**config.mk**
```make
export PLATFORM = sky130hd
export DESIGN_NAME = clock_source_ctrl
export DESIGN_NICKNAME = d
export VERILOG_FILES = /design/src/clk_ctrl_pkg.sv /design/src/clock_source_ctrl.sv
export SDC_FILE = /design/constraint.sdc
export NUM_CORES = 1
export LEC_CHECK = 0
export BUFFER_PORTS_ARGS = -buffer_cell sky130_fd_sc_hd__buf_2
export CAP_MARGIN = 15
export CORE_MARGIN = 2
export CORE_UTILIZATION = 35
export DETAILED_ROUTE_END_ITERATION = 8
export PLACE_DENSITY_LB_ADDON = 0.25
export SYNTH_ARGS = -nofsm -noshare
export SYNTH_HDL_FRONTEND = slang
export SYNTH_SLANG_ARGS = --single-unit
```
**constraint.sdc**
```tcl
create_clock -name clk_i -period 2.7 [get_ports clk_i]
set_input_delay 0.135 -clock clk_i [delete_from_list [all_inputs] [get_ports clk_i]]
set_output_delay 0.135 -clock clk_i [all_outputs]
set_load 0.05 [all_outputs]
```
**src/clk_ctrl_pkg.sv**
```systemverilog
package clk_ctrl_pkg;
    // nominal source frequencies, for reference by software models
    localparam int FAST_XTAL_MIN_HZ = 3_000_000;
    localparam int FAST_XTAL_MAX_HZ = 25_000_000;
    localparam int BYPASS_MIN_HZ = 1_000_000;
    localparam int BYPASS_MAX_HZ = 50_000_000;
    localparam int SLOW_XTAL_MHZ_X1000 = 32768;
    localparam int SLOW_RC_HZ = 40_000;

    // register byte offsets
    localparam logic [7:0] OFS_CLOCK_CONTROL = 8'h00;
    localparam logic [7:0] OFS_CLOCK_CONFIG = 8'h04;
    localparam logic [7:0] OFS_BACKUP_CTL = 8'h08;
    localparam logic [7:0] OFS_IRQ_STATUS = 8'h0c;
    localparam logic [7:0] OFS_IRQ_MASK = 8'h10;
    localparam logic [7:0] OFS_BOOT_STATUS = 8'h14;

    // clock_control_reg fields
    localparam int CTL_XTAL_EN = 0;
    localparam int CTL_RC_EN = 1;
    localparam int CTL_BYPASS = 2;
    localparam int CTL_MON_EN = 3;
    localparam int CTL_PLL_EN = 4;
    localparam int CTL_PLL_SRC = 5;
    localparam int CTL_SYS_LO = 6;
    localparam int CTL_XTAL_OK = 8;
    // clock_config_reg fields
    localparam int CFG_OUT_LO = 0;
    localparam int CFG_PLL_DIV2 = 3;
    // backup_domain_ctl_reg fields
    localparam int BDC_SLOW_XTAL_EN = 0;
    localparam int BDC_SLOW_BYPASS = 1;
    localparam int BDC_SLOW_RC_EN = 2;
    // clock_irq_reg fields
    localparam int IRQ_FAULT = 0;
    localparam int IRQ_PLL_OFF = 1;
    localparam int IRQ_W = 2;
    // boot option bit inside user_option_byte
    localparam int OPT_BOOT_N = 4;

    // reset values
    localparam logic [31:0] CTL_RESET = 32'h0000_0002;
    localparam logic [2:0] OUT_SEL_RESET = 3'h0;
    localparam logic [2:0] BOOT_SETTLE_CYCLES = 3'h3;

    typedef enum logic [1:0] {
        SYS_FAST_RC = 2'h0,
        SYS_FAST_XTAL = 2'h1,
        SYS_PLL = 2'h2
    } sys_src_t;

    typedef enum logic [2:0] {
        OUT_NONE = 3'h0,
        OUT_ADC_RC = 3'h1,
        OUT_SLOW_RC = 3'h2,
        OUT_SLOW_XTAL = 3'h3,
        OUT_SYSTEM = 3'h4,
        OUT_FAST_RC = 3'h5,
        OUT_FAST_XTAL = 3'h6,
        OUT_PLL = 3'h7
    } out_sel_t;

    typedef enum logic [1:0] {
        BOOT_MAIN_FLASH = 2'h0,
        BOOT_SYSTEM_MEM = 2'h1,
        BOOT_SRAM = 2'h3
    } boot_t;
endpackage

```
**src/clock_source_ctrl.sv**
```systemverilog
// Operation
// four sources: fast/slow crystal, fast/slow RC
// pll input picks fast crystal or fast RC
// fast bypass takes external clock on input
// slow bypass takes external clock on input
// three-bit field picks clock output source
// output codes 0-7 in listed ascending order
// software enables monitor only after crystal start
// monitored crystal failure disables fast crystal
// failure sets monitor fault flag
// fault event drives non-maskable interrupt
// failed crystal as system clock: use fast RC
// failed crystal feeding pll: disable pll
// software reconfigures rtc clock after failure
// boot pin and bit choose flash/system/sram
// boot bit is inverse of option bit four
// boot choice sampled only at reset
//
// The register offsets and register access over Wishbone were chosen for this implementation.
`timescale 1ns/1ps
`default_nettype none
module clock_source_ctrl (
    input wire logic clk_i,
    input wire logic rst_i,
    input wire logic wb_cyc_i,
    input wire logic wb_stb_i,
    input wire logic wb_we_i,
    input wire logic [7:0] wb_adr_i,
    input wire logic [3:0] wb_sel_i,
    input wire logic [31:0] wb_dat_i,
    output logic [31:0] wb_dat_o,
    output logic wb_ack_o,
    input wire logic fast_xtal_ok_i,
    input wire logic boot_select_pin_i,
    input wire logic [7:0] user_option_byte_i,
    output logic fast_xtal_en_o,
    output logic fast_rc_en_o,
    output logic fast_osc_bypass_o,
    output logic slow_xtal_en_o,
    output logic slow_rc_en_o,
    output logic slow_osc_bypass_o,
    output logic pll_en_o,
    output logic pll_src_xtal_o,
    output clk_ctrl_pkg::sys_src_t system_clock_sel_o,
    output clk_ctrl_pkg::out_sel_t clock_out_select_o,
    output logic pll_out_div2_o,
    output clk_ctrl_pkg::boot_t boot_mode_o,
    output logic irq_o,
    output logic nmi_o
);
    import clk_ctrl_pkg::*;

    logic [31:0] ctl_ff;
    logic [3:0] cfg_ff;
    logic [2:0] bdc_ff;
    logic [IRQ_W-1:0] status_ff;
    logic [IRQ_W-1:0] mask_ff;
    logic ok_meta_ff;
    logic ok_sync_ff;
    logic pin_meta_ff;
    logic pin_sync_ff;
    logic [2:0] settle_ff;
    logic boot_taken_ff;
    boot_t boot_ff;
    logic ack_ff;
    logic [31:0] rdata_ff;
    logic irq_ff;
    logic nmi_ff;

    // bus decode
    wire req = wb_cyc_i && wb_stb_i && !ack_ff;
    wire wr = req && wb_we_i;
    wire wr_ctl = wr && (wb_adr_i == OFS_CLOCK_CONTROL);
    wire wr_cfg = wr && (wb_adr_i == OFS_CLOCK_CONFIG);
    wire wr_bdc = wr && (wb_adr_i == OFS_BACKUP_CTL);
    wire wr_sts = wr && (wb_adr_i == OFS_IRQ_STATUS);
    wire wr_msk = wr && (wb_adr_i == OFS_IRQ_MASK);

    // merge write data under byte enables
    function automatic logic [31:0] merge(input logic [31:0] old, input logic [31:0] nw,
            input logic [3:0] sel);
        logic [31:0] r;
        r = old;
        for (int i = 0; i < 4; i++) begin
            if (sel[i]) begin
                r[i*8 +: 8] = nw[i*8 +: 8];
            end
        end
        return r;
    endfunction

    // failure detect: only while monitor and crystal are both on
    wire fault_now = ctl_ff[CTL_MON_EN] && ctl_ff[CTL_XTAL_EN] && !ok_sync_ff;
    wire sys_on_xtal = (ctl_ff[CTL_SYS_LO +: 2] == SYS_FAST_XTAL);
    wire pll_on_xtal = ctl_ff[CTL_PLL_EN] && ctl_ff[CTL_PLL_SRC];
    wire sys_on_xpll = (ctl_ff[CTL_SYS_LO +: 2] == SYS_PLL) && pll_on_xtal;

    wire [31:0] ctl_wr = wr_ctl ? merge(ctl_ff, wb_dat_i, wb_sel_i) : ctl_ff;
    wire [31:0] cfg_wr = merge({28'h0, cfg_ff}, wb_dat_i, wb_sel_i);
    wire [31:0] bdc_wr = merge({29'h0, bdc_ff}, wb_dat_i, wb_sel_i);
    wire [31:0] msk_wr = merge({30'h0, mask_ff}, wb_dat_i, wb_sel_i);
    wire [IRQ_W-1:0] w1c = (wr_sts && wb_sel_i[0]) ? wb_dat_i[IRQ_W-1:0] : {IRQ_W{1'b0}};

    // fault overrides software write in the same cycle
    logic [31:0] nxt_ctl;
    always_comb begin
        nxt_ctl = ctl_wr;
        nxt_ctl[31:8] = 24'h0;
        if (fault_now) begin
            nxt_ctl[CTL_XTAL_EN] = 1'b0;
            nxt_ctl[CTL_MON_EN] = 1'b0;
            if (pll_on_xtal) begin
                nxt_ctl[CTL_PLL_EN] = 1'b0;
            end
            if (sys_on_xtal || sys_on_xpll) begin
                nxt_ctl[CTL_SYS_LO +: 2] = SYS_FAST_RC;
                nxt_ctl[CTL_RC_EN] = 1'b1;
            end
        end
        if (nxt_ctl[CTL_SYS_LO +: 2] == 2'h3) begin
            nxt_ctl[CTL_SYS_LO +: 2] = ctl_ff[CTL_SYS_LO +: 2];
        end
    end

    // set wins over clear on the sticky flags
    wire [IRQ_W-1:0] events = {fault_now && pll_on_xtal, fault_now};
    wire [IRQ_W-1:0] nxt_status = (status_ff & ~w1c) | events;

    // read mux, unmapped offsets read zero
    logic [31:0] nxt_rdata;
    always_comb begin
        nxt_rdata = 32'h0;
        unique case (wb_adr_i)
            OFS_CLOCK_CONTROL: nxt_rdata = {23'h0, ok_sync_ff, ctl_ff[7:0]};
            OFS_CLOCK_CONFIG: nxt_rdata = {28'h0, cfg_ff};
            OFS_BACKUP_CTL: nxt_rdata = {29'h0, bdc_ff};
            OFS_IRQ_STATUS: nxt_rdata = {30'h0, status_ff};
            OFS_IRQ_MASK: nxt_rdata = {30'h0, mask_ff};
            OFS_BOOT_STATUS: nxt_rdata = {30'h0, boot_ff};
            default: nxt_rdata = 32'h0;
        endcase
    end

    // boot target from synced pin and inverted option bit
    wire boot_bit = !user_option_byte_i[OPT_BOOT_N];
    wire [1:0] nxt_boot = !pin_sync_ff ? BOOT_MAIN_FLASH :
        (boot_bit ? BOOT_SRAM : BOOT_SYSTEM_MEM);

    // synchronisers, no reset so the pin is seen right after release
    always_ff @(posedge clk_i) begin
        ok_meta_ff <= fast_xtal_ok_i;
        ok_sync_ff <= ok_meta_ff;
        pin_meta_ff <= boot_select_pin_i;
        pin_sync_ff <= pin_meta_ff;
    end

    // control registers
    always_ff @(posedge clk_i) begin
        if (rst_i) begin
            ctl_ff <= CTL_RESET;
            cfg_ff <= {1'b0, OUT_SEL_RESET};
            bdc_ff <= 3'h0;
            mask_ff <= {IRQ_W{1'b0}};
            status_ff <= {IRQ_W{1'b0}};
        end else begin
            ctl_ff <= nxt_ctl;
            if (wr_cfg) begin
                cfg_ff <= cfg_wr[3:0];
            end
            if (wr_bdc) begin
                bdc_ff <= bdc_wr[2:0];
            end
            if (wr_msk) begin
                mask_ff <= msk_wr[IRQ_W-1:0];
            end
            status_ff <= nxt_status;
        end
    end

    // boot latch: wait for synchroniser to fill, then hold until reset
    always_ff @(posedge clk_i) begin
        if (rst_i) begin
            settle_ff <= 3'h0;
            boot_taken_ff <= 1'b0;
            boot_ff <= BOOT_MAIN_FLASH;
        end else if (!boot_taken_ff) begin
            settle_ff <= settle_ff + 3'h1;
            if (settle_ff == BOOT_SETTLE_CYCLES) begin
                boot_taken_ff <= 1'b1;
                boot_ff <= boot_t'(nxt_boot);
            end
        end
    end

    // bus answer one cycle after request
    always_ff @(posedge clk_i) begin
        if (rst_i) begin
            ack_ff <= 1'b0;
            rdata_ff <= 32'h0;
        end else begin
            ack_ff <= req;
            rdata_ff <= req ? nxt_rdata : 32'h0;
        end
    end

    // interrupt lines; nmi ignores the mask by design
    always_ff @(posedge clk_i) begin
        if (rst_i) begin
            irq_ff <= 1'b0;
            nmi_ff <= 1'b0;
        end else begin
            irq_ff <= |(nxt_status & mask_ff);
            nmi_ff <= nxt_status[IRQ_FAULT];
        end
    end

    // outputs, all flip-flop driven
    assign wb_ack_o = ack_ff;
    assign wb_dat_o = rdata_ff;
    assign fast_xtal_en_o = ctl_ff[CTL_XTAL_EN];
    assign fast_rc_en_o = ctl_ff[CTL_RC_EN];
    assign fast_osc_bypass_o = ctl_ff[CTL_BYPASS];
    assign slow_xtal_en_o = bdc_ff[BDC_SLOW_XTAL_EN];
    assign slow_rc_en_o = bdc_ff[BDC_SLOW_RC_EN];
    assign slow_osc_bypass_o = bdc_ff[BDC_SLOW_BYPASS];
    assign pll_en_o = ctl_ff[CTL_PLL_EN];
    assign pll_src_xtal_o = ctl_ff[CTL_PLL_SRC];
    assign system_clock_sel_o = sys_src_t'(ctl_ff[CTL_SYS_LO +: 2]);
    assign clock_out_select_o = out_sel_t'(cfg_ff[CFG_OUT_LO +: 3]);
    assign pll_out_div2_o = cfg_ff[CFG_PLL_DIV2];
    assign boot_mode_o = boot_ff;
    assign irq_o = irq_ff;
    assign nmi_o = nmi_ff;

    // checks
    fault_kills_xtal_a: assert property (@(posedge clk_i) disable iff (rst_i)
        fault_now |=> !fast_xtal_en_o)
        else $error("crystal still enabled after fault");
    fault_sets_flag_a: assert property (@(posedge clk_i) disable iff (rst_i)
        fault_now |=> status_ff[IRQ_FAULT])
        else $error("fault flag not set");
    fault_nmi_a: assert property (@(posedge clk_i) disable iff (rst_i)
        fault_now |=> nmi_o)
        else $error("nmi not raised on fault");
    sys_fallback_a: assert property (@(posedge clk_i) disable iff (rst_i)
        (fault_now && sys_on_xtal) |=> system_clock_sel_o == SYS_FAST_RC && fast_rc_en_o)
        else $error("system clock not moved to fast rc");
    pll_shutdown_a: assert property (@(posedge clk_i) disable iff (rst_i)
        (fault_now && pll_on_xtal) |=> !pll_en_o ##0 status_ff[IRQ_PLL_OFF])
        else $error("pll not disabled on fault");
    boot_hold_a: assert property (@(posedge clk_i) disable iff (rst_i)
        boot_taken_ff |=> $stable(boot_mode_o))
        else $error("boot mode changed while running");
    boot_flash_a: assert property (@(posedge clk_i) disable iff (rst_i)
        (!boot_taken_ff && settle_ff == BOOT_SETTLE_CYCLES && !pin_sync_ff)
        |=> boot_mode_o == BOOT_MAIN_FLASH)
        else $error("pin low must boot main flash");
    boot_option_a: assert property (@(posedge clk_i) disable iff (rst_i)
        (!boot_taken_ff && settle_ff == BOOT_SETTLE_CYCLES && pin_sync_ff
        && user_option_byte_i[OPT_BOOT_N]) |=> boot_mode_o == BOOT_SYSTEM_MEM)
        else $error("option one must boot system memory");
    boot_sram_a: assert property (@(posedge clk_i) disable iff (rst_i)
        (!boot_taken_ff && settle_ff == BOOT_SETTLE_CYCLES && pin_sync_ff
        && !user_option_byte_i[OPT_BOOT_N]) |=> boot_mode_o == BOOT_SRAM)
        else $error("option zero with pin high must boot sram");
    out_sel_write_a: assert property (@(posedge clk_i) disable iff (rst_i)
        (wr_cfg && wb_sel_i[0]) |=> clock_out_select_o == $past(wb_dat_i[2:0]))
        else $error("clock output select not written");
    bus_ack_a: assert property (@(posedge clk_i) disable iff (rst_i)
        req |=> wb_ack_o ##1 !wb_ack_o)
        else $error("ack not a single cycle after request");

    // register side: reserved code ignored, idle bus reads zero, irq tracks mask
    sys_sel_keep_a: assert property (@(posedge clk_i) disable iff (rst_i)
        (wr_ctl && wb_sel_i[0] && wb_dat_i[CTL_SYS_LO +: 2] == 2'h3 && !fault_now)
        |=> $stable(system_clock_sel_o))
        else $error("reserved system source code was taken");
    read_idle_zero_a: assert property (@(posedge clk_i) disable iff (rst_i)
        !wb_ack_o |-> wb_dat_o == 32'h0)
        else $error("read data not zero outside ack");
    irq_level_a: assert property (@(posedge clk_i) disable iff (rst_i)
        irq_o == |(status_ff & $past(mask_ff)))
        else $error("irq does not follow masked status");

    // sticky flag and unmaskable nmi
    flag_sticky_a: assert property (@(posedge clk_i) disable iff (rst_i)
        (status_ff[IRQ_FAULT] && !w1c[IRQ_FAULT]) |=> status_ff[IRQ_FAULT])
        else $error("fault flag lost without a clear");
    flag_clear_a: assert property (@(posedge clk_i) disable iff (rst_i)
        (w1c[IRQ_FAULT] && !fault_now) |=> !status_ff[IRQ_FAULT])
        else $error("fault flag not cleared by write of one");
    nmi_unmasked_a: assert property (@(posedge clk_i) disable iff (rst_i)
        (status_ff[IRQ_FAULT] && !mask_ff[IRQ_FAULT] && !w1c[IRQ_FAULT]) |=> nmi_o)
        else $error("nmi blocked by the mask");

    // side effects of a failure beyond the crystal itself, and crystal enable held while the monitor is off
    xpll_fallback_a: assert property (@(posedge clk_i) disable iff (rst_i)
        (fault_now && sys_on_xpll) |=> system_clock_sel_o == SYS_FAST_RC && fast_rc_en_o)
        else $error("system on crystal pll not moved to fast rc");
    pll_kept_a: assert property (@(posedge clk_i) disable iff (rst_i)
        (fault_now && !ctl_ff[CTL_PLL_SRC] && !wr_ctl) |=> $stable(pll_en_o))
        else $error("pll on fast rc disabled by crystal fault");
    mon_off_hold_a: assert property (@(posedge clk_i) disable iff (rst_i)
        (!ctl_ff[CTL_MON_EN] && !wr_ctl) |=> $stable(fast_xtal_en_o))
        else $error("crystal enable moved with monitor off");
endmodule // clock_source_ctrl
`default_nettype wire

```
==> flow_metrics.env, run 1 <==
export IMPL_yosys_warnings=0
export IMPL_run_status="complete, no violations"
export IMPL_layout_min_cycle_time_ns=1.52
export IMPL_start_util=0.365
export IMPL_setup_total_negative_slack_ns=0
export IMPL_yosysUniqueCellTypes=36
export IMPL_placementRows=26
export IMPL_r2r_start="wb_ack_o$_SDFF_PP0_"
export IMPL_biggest_area_consumer_among_synthesized_cells="sky130_fd_sc_hd__dfxtp_1"
export IMPL_avgRoutedWirePerCell_um=12.6
export IMPL_dp_hpwl_mm=2.96
export IMPL_synthTopCellsByArea="sky130_fd_sc_hd__dfxtp_1 43%, sky130_fd_sc_hd__buf_4 10%, sky130_fd_sc_hd__mux2i_1 9.1%, sky130_fd_sc_hd__nand2b_1 5.0%, sky130_fd_sc_hd__a21oi_1 3.2%"
export IMPL_final_design_area_no_fill_um2=2220
export IMPL_layoutNonFillerInstCount=320
export IMPL_ys_dominant_reg_cell="sky130_fd_sc_hd__dfxtp_1"
export IMPL_timing_fmax_mhz=658
export IMPL_grt_pass1_vias=1348
export IMPL_total_congestion_overflow=0
export IMPL_cts_tree="done"
export IMPL_rsz0062_at_grt="no"
export IMPL_insertedDiodeCount=0
export IMPL_clock_insertion_delay_worst_skew_ns=0.29
export IMPL_synth_avg_cell_area_um2=9.34
export IMPL_final_min_period_over_clock_period=0.563
export IMPL_asyncSetResetFlopFracSynth=0
export IMPL_drc=0
export IMPL_finalMaxSlewViolations=0
export IMPL_ctsLongestPathBuffers=2
export IMPL_number_of_gates_given_a_new_drive_strength_after_cts=0
export IMPL_die_width_um=77.2
export IMPL_worst_ep_arrival_time_ns=1.69
export IMPL_critical_path_startpoint="wb_ack_o$_SDFF_PP0_"
export IMPL_tritoncts_num_sinks=40
export IMPL_cp_start_kind="register"
export IMPL_top_post_synthesis_cells_by_count="40 x sky130_fd_sc_hd__dfxtp_1, 25 x sky130_fd_sc_hd__buf_4, 17 x sky130_fd_sc_hd__mux2i_1, 15 x sky130_fd_sc_hd__nand2b_1"
export IMPL_flow_area_growth_from_synthesis_pct=18.5
export IMPL_worstPathRequired_ns=2.87
export IMPL_die_height_um=77.2
export IMPL_place_congestion=0.797
export IMPL_placed_cell_area_um2=2080
export IMPL_worst_pin_slew_ns=0.528
export IMPL_core_um2=5140
export IMPL_synth_most_common_cell="sky130_fd_sc_hd__dfxtp_1"
export IMPL_hold_viol_final=0
export IMPL_design_final_nets=310
export IMPL_grtUsageTotal=0.137
export IMPL_irDropWorstVdd_uv=337
export IMPL_grt_first_pass_wirelength_mm=6.37
export IMPL_max_slew_margin=0.648
export IMPL_synth_ff_latch_count=40
export IMPL_worstHoldStart="wb_dat_i[6]"
export IMPL_placedCellCount=310
export IMPL_cellPowerDensity_nw_per_um2=592
export IMPL_worst_hold_path_type="in2reg"
export IMPL_synth_enable_flop_cells=0
export IMPL_clk_root_buffer_cell="sky130_fd_sc_hd__clkbuf_8"
export IMPL_antenna_violating_nets_post_route=0
export IMPL_clock_skew_final_ns=0.00707
export IMPL_fillers=560
export IMPL_vias=1470
export IMPL_detail_route_wirelength_mm=4.02
export IMPL_cts_htree_levels=2
export IMPL_critPathMaxFanout=4
export IMPL_antenna_violations_before_repair=0
export IMPL_static_leakage_power_nw=1.04
export IMPL_drt_initial_drc_count=63
export IMPL_design_die_area_um2=5960
export IMPL_max_cap_check_violation_count=0
export IMPL_cts_inserted_buffers=5
export IMPL_setup_viol_count_final=0
export IMPL_ioPinCount=110
export IMPL_synth_top_cell_area_share=0.427
export IMPL_drt_pass1_iter_count=4
export IMPL_maximum_number_of_pins_on_one_net_before_global_route_repair=32
export IMPL_clock_pin_slew_worst_setup_and_hold_paths_ns=0.08
export IMPL_endpoint_kind="register"
export IMPL_post_synth_inst_count=201
export IMPL_vias_per_cell=4.59
export IMPL_syn_cell_area_um2=1880
export IMPL_synth_sequential_area_ratio=0.427
export IMPL_drive_gt1_frac=0.260
export IMPL_criticalPathCategory="reg2reg"
export IMPL_io_buffer_count=52
==> path summary, 6_finish.rpt <==
check / slack, ns / cells after the start / end
setup reg to reg: 1.18 / 4 / bdc_ff[0]$_SDFFE_PP0P_
hold reg to reg: 0.33 / 0 / pin_sync_ff$_DFF_P_
setup / recovery: 1.18 / 4 / bdc_ff[0]$_SDFFE_PP0P_
hold / removal: 0.1 / 2 / ctl_ff[6]$_SDFFE_PP0P_
==> routing by layer <==
metal | part of all wire | up-vias | routed length [um] | track usage
met5 | 0 | - | 0 | 0
met2 | 0.47 | 46 | 1900 | 0.226
li1 | - | 747 | - | -
met3 | 0.072 | 8 | 289 | 0.0435
met1 | 0.44 | 669 | 1780 | 0.166
met4 | 0.012 | 0 | 50 | 0.0482
==> flip-flops by register name, summed over array words and instances, names as in the netlist <==
signal and count:
wb_dat_o 9, ok_meta_ff 1, status_ff 2, boot_taken_ff 1
wb_ack_o 1, cfg_ff 4, irq_o 1, ok_sync_ff 1
bdc_ff 3, pin_meta_ff 1, mask_ff 2, pin_sync_ff 1
settle_ff 3, boot_mode_o 2, ctl_ff 8
==> stage by stage <==
step                      setup WS (ns)  hold WS (ns)   util  power [mW]
after detailed placement           1.03         0.240  0.404       0.799
final                              1.18        0.0978  0.433        1.32
after CTS                          1.17        0.0920  0.433        1.33
after global placement             1.07         0.239  0.404       0.797
after global routing              0.981         0.102  0.433        1.38
after floorplan                    1.05         0.163      -       0.789
==> critical path: stages, from the launching register on <==
cell	delay [ns]
sky130_fd_sc_hd__dfxtp_1	0.33
sky130_fd_sc_hd__and3b_1	0.29
sky130_fd_sc_hd__nand4_1	0.16
sky130_fd_sc_hd__or3_1	0.47
sky130_fd_sc_hd__mux2i_1	0.16
==> cell usage in the layout, fill, tap and decap left out, types with 2 or more instances in the layout <==
master	n
sky130_fd_sc_hd__ha_1	2
sky130_fd_sc_hd__nand3b_1	2
sky130_fd_sc_hd__and2_1	5
sky130_fd_sc_hd__conb_1	23
sky130_fd_sc_hd__clkbuf_8	7
sky130_fd_sc_hd__o21ai_0	6
sky130_fd_sc_hd__nor4_1	3
sky130_fd_sc_hd__a21oi_1	12
sky130_fd_sc_hd__buf_2	52
sky130_fd_sc_hd__nand3_1	10
sky130_fd_sc_hd__nor3_1	8
sky130_fd_sc_hd__nor2_1	12
sky130_fd_sc_hd__and3_1	2
sky130_fd_sc_hd__mux2i_1	17
sky130_fd_sc_hd__nor4bb_1	2
sky130_fd_sc_hd__inv_1	4
sky130_fd_sc_hd__dfxtp_1	40
sky130_fd_sc_hd__nand2_1	8
sky130_fd_sc_hd__nand2b_1	15
sky130_fd_sc_hd__mux4_2	2
sky130_fd_sc_hd__dlygate4sd3_1	2
sky130_fd_sc_hd__and3b_1	2
==> final cells by class <==
type / instances / area (um2) / share of cell area
multi-input combinational: 144 / 915 / 0.411
timing repair buffer: 54 / 280 / 0.126
tap: 70 / 87.6 / 0.0394
clock inverter: 1 / 30.0 / 0.0135
inverter: 4 / 15.0 / 0.00675
clock buffer: 7 / 96.3 / 0.0433
sequential: 40 / 801 / 0.360
==> power by group <==
group / internal [mW] / switching (mW)
Combinational: 0.0442 / 0.128
Sequential: 0.605 / 0.0103
Clock: 0.326 / 0.203
Total: 0.976 / 0.342
==> timing repair <==
| item | 4_1_cts | 5_1_grt |
|---|---|---|
| buffers inserted | 0 | 0 |
| hold buffers | 2 | 0 |
| hold endpoints to repair | 2 | 0 |
| setup endpoints to repair | 0 | 0 |
==> kinds of logic (layout without fill, tap and decap cells) <==
family	Yosys count	count (layout)	share of synthesized area
adders and majority gates	2	2	0.0133
other	1	23	0.00200
muxes	19	19	0.115
AOI/OAI and AO/OA	23	23	0.0713
xor gates and xnor gates	1	1	0.00467
buffers and inverters	39	66	0.130
DFF	40	40	0.427
and+or+nand+nor	76	76	0.237
No activity file was read; power rests on OpenSTA's default activity.
==> run 2, diff against run 1 <==
==> constraint.sdc (replaced) <==
create_clock -name clk_i -period 1.3 [get_ports clk_i]
set_input_delay 0.065 -clock clk_i [delete_from_list [all_inputs] [get_ports clk_i]]
set_output_delay 0.065 -clock clk_i [all_outputs]
set_load 0.05 [all_outputs]
==> run 2 against run 1 <==
Against the previous run: the run now ends with setup timing left; sequential share of layout area down 3.3 points; power up 100%; clock skew up 0.0050 ns; flip-flop and latch count unchanged; fmax up 10%; utilization up 4.9 points; cell area up 11%; first-iteration DRC count up 1.6%; via count up 5.4%; clock power up 86%; register-to-register slack worse by 1.3 ns; critical path type unchanged.
==> flow_metrics.env, run 2 (synthesis results as in run 1) <==
export IMPL_antenna_violating_nets_post_route=0
export IMPL_design_die_area_um2=5960
export IMPL_clock_skew_final_ns=0.0120
export IMPL_io_buffer_count=52
export IMPL_core_um2=5140
export IMPL_violated_checks="setup timing"
export IMPL_tritoncts_num_sinks=40
export IMPL_placedCellCount=325
export IMPL_cts_tree="done"
export IMPL_final_design_area_no_fill_um2=2480
export IMPL_avgRoutedWirePerCell_um=13.0
export IMPL_final_common_cell="sky130_fd_sc_hd__buf_2"
export IMPL_worst_pin_slew_ns=0.503
export IMPL_largest_register_ffs=9
export IMPL_cp_start_kind="register"
export IMPL_final_min_period_over_clock_period=1.06
export IMPL_rsz0062_at_grt="yes"
export IMPL_start_util=0.365
export IMPL_setup_viol_count_final=16
export IMPL_maximum_number_of_pins_on_one_net_before_global_route_repair=31
export IMPL_dp_hpwl_mm=3.17
export IMPL_run_status="complete, but fails checks"
export IMPL_die_width_um=77.2
export IMPL_placed_cell_area_um2=2220
export IMPL_timing_critical_path_slowest_stage_cell="sky130_fd_sc_hd__or3_4"
export IMPL_final_cell_mix="52 x sky130_fd_sc_hd__buf_2, 37 x sky130_fd_sc_hd__dfxtp_1, 23 x sky130_fd_sc_hd__conb_1"
export IMPL_worstPathRequired_ns=1.47
export IMPL_cts_htree_levels=2
export IMPL_finalMaxSlewViolations=0
export IMPL_irDropWorstVdd_uv=713
export IMPL_worst_ep_arrival_time_ns=1.55
export IMPL_cp_cell_sequence="and3b_2 > nand4_1 > or3_4 > mux2i_1"
export IMPL_total_congestion_overflow=0
export IMPL_vias_per_cell=4.56
export IMPL_ioPinCount=110
export IMPL_detail_route_wirelength_mm=4.42
export IMPL_post_layout_worst_setup_margin_ns=-0.0756
export IMPL_criticalPathCategory="reg2reg"
export IMPL_worst_hold_path_type="in2reg"
export IMPL_drive_gt1_frac=0.378
export IMPL_grtUsageTotal=0.147
export IMPL_timing_fmax_mhz=727
export IMPL_drt_pass1_iter_count=4
export IMPL_layoutNonFillerInstCount=340
export IMPL_vias=1550
export IMPL_insertedDiodeCount=0
export IMPL_drt_initial_drc_count=64
export IMPL_drc=0
export IMPL_max_cap_check_violation_count=0
export IMPL_flow_area_growth_from_synthesis_pct=32.1
export IMPL_timing_hold_ws_ns=0.0291
export IMPL_clk_root_buffer_cell="sky130_fd_sc_hd__clkbuf_8"
export IMPL_placementRows=26
export IMPL_grt_pass1_vias=1431
export IMPL_endpoint_kind="register"
export IMPL_grt_first_pass_wirelength_mm=7.02
export IMPL_clock_insertion_delay_worst_skew_ns=0.29
export IMPL_setup_total_negative_slack_ns=-0.477
export IMPL_ctsLongestPathBuffers=2
export IMPL_cts_inserted_buffers=5
export IMPL_cellPowerDensity_nw_per_um2=1080
export IMPL_layout_min_cycle_time_ns=1.38
export IMPL_static_leakage_power_nw=1.15
export IMPL_hold_viol_final=0
export IMPL_antenna_violations_before_repair=0
export IMPL_place_congestion=0.765
export IMPL_critPathMaxFanout=4
export IMPL_max_stage_delay_ns=0.39
export IMPL_die_height_um=77.2
export IMPL_placement_setup_slack_ns=-0.136
export IMPL_max_slew_margin=0.660
export IMPL_design_final_nets=330
export IMPL_clock_pin_slew_worst_setup_and_hold_paths_ns=0.08
## run 2: what timing repair did
| action | 4_1_cts | 5_1_grt |
|---|---|---|
| gates cloned | 0 | 1 |
| pin swaps | 4 | 4 |
| setup endpoints to repair | 13 | 26 |
| hold buffers | 2 | 0 |
| gates resized for setup | 5 | 20 |
| endpoints found under the hold margin | 3 | 0 |
| buffers inserted | 1 | 3 |
## run 2: layout make-up
type,count,area [um2]
fill,520,2660
multi-input combinational,144,1020
sequential,40,810
timing repair buffer,74,442
tap,70,87.6
clock buffer,6,72.6
clock inverter,2,35.0
inverter,4,15.0
## run 2: power breakdown
| part | internal (mW) | switching [mW] | leakage (nW) |
|---|---|---|---|
| clock network | 0.570 | 0.417 | 0.0552 |
| registers | 1.26 | 0.0230 | 0.326 |
| logic | 0.119 | 0.284 | 0.770 |
## run 2: metal layers
metal / wire length, um / up-vias / part of all wire / global-route usage
met5: 0 / - / 0 / 0
met4: 34 / 0 / 0.0077 / 0.0482
met3: 349 / 6 / 0.079 / 0.0529
met2: 2170 / 53 / 0.49 / 0.230
met1: 1870 / 713 / 0.42 / 0.188
li1: - / 778 / - / -
## run 2: worst paths after layout
| kind | startpoint | endpoint | slack, ns | depth (start not counted) |
|---|---|---|---|---|
| max | wb_ack_o$_SDFF_PP0_ | bdc_ff[1]$_SDFFE_PP0P_ | -0.08 | 4 |
| min | wb_dat_i[5] | ctl_ff[5]$_SDFFE_PP0P_ | 0.03 | 3 |
| max reg2reg | wb_ack_o$_SDFF_PP0_ | bdc_ff[1]$_SDFFE_PP0P_ | -0.08 | 4 |
| min reg2reg | pin_meta_ff$_DFF_P_ | pin_sync_ff$_DFF_P_ | 0.33 | 0 |
## run 2: critical path, delay by kind of cell (launching register included)
kind             cells  cell delay, ns
multiplexers         1            0.13
AND/OR/NAND/NOR      3            0.77
flip-flops           1            0.35
## run 2: through the flow
step	utilization	total power, mW
floorplan	-	1.64
global placement	0.431	1.68
detailed placement	0.431	1.68
CTS	0.461	2.67
global route	0.482	2.80
finish	0.482	2.67
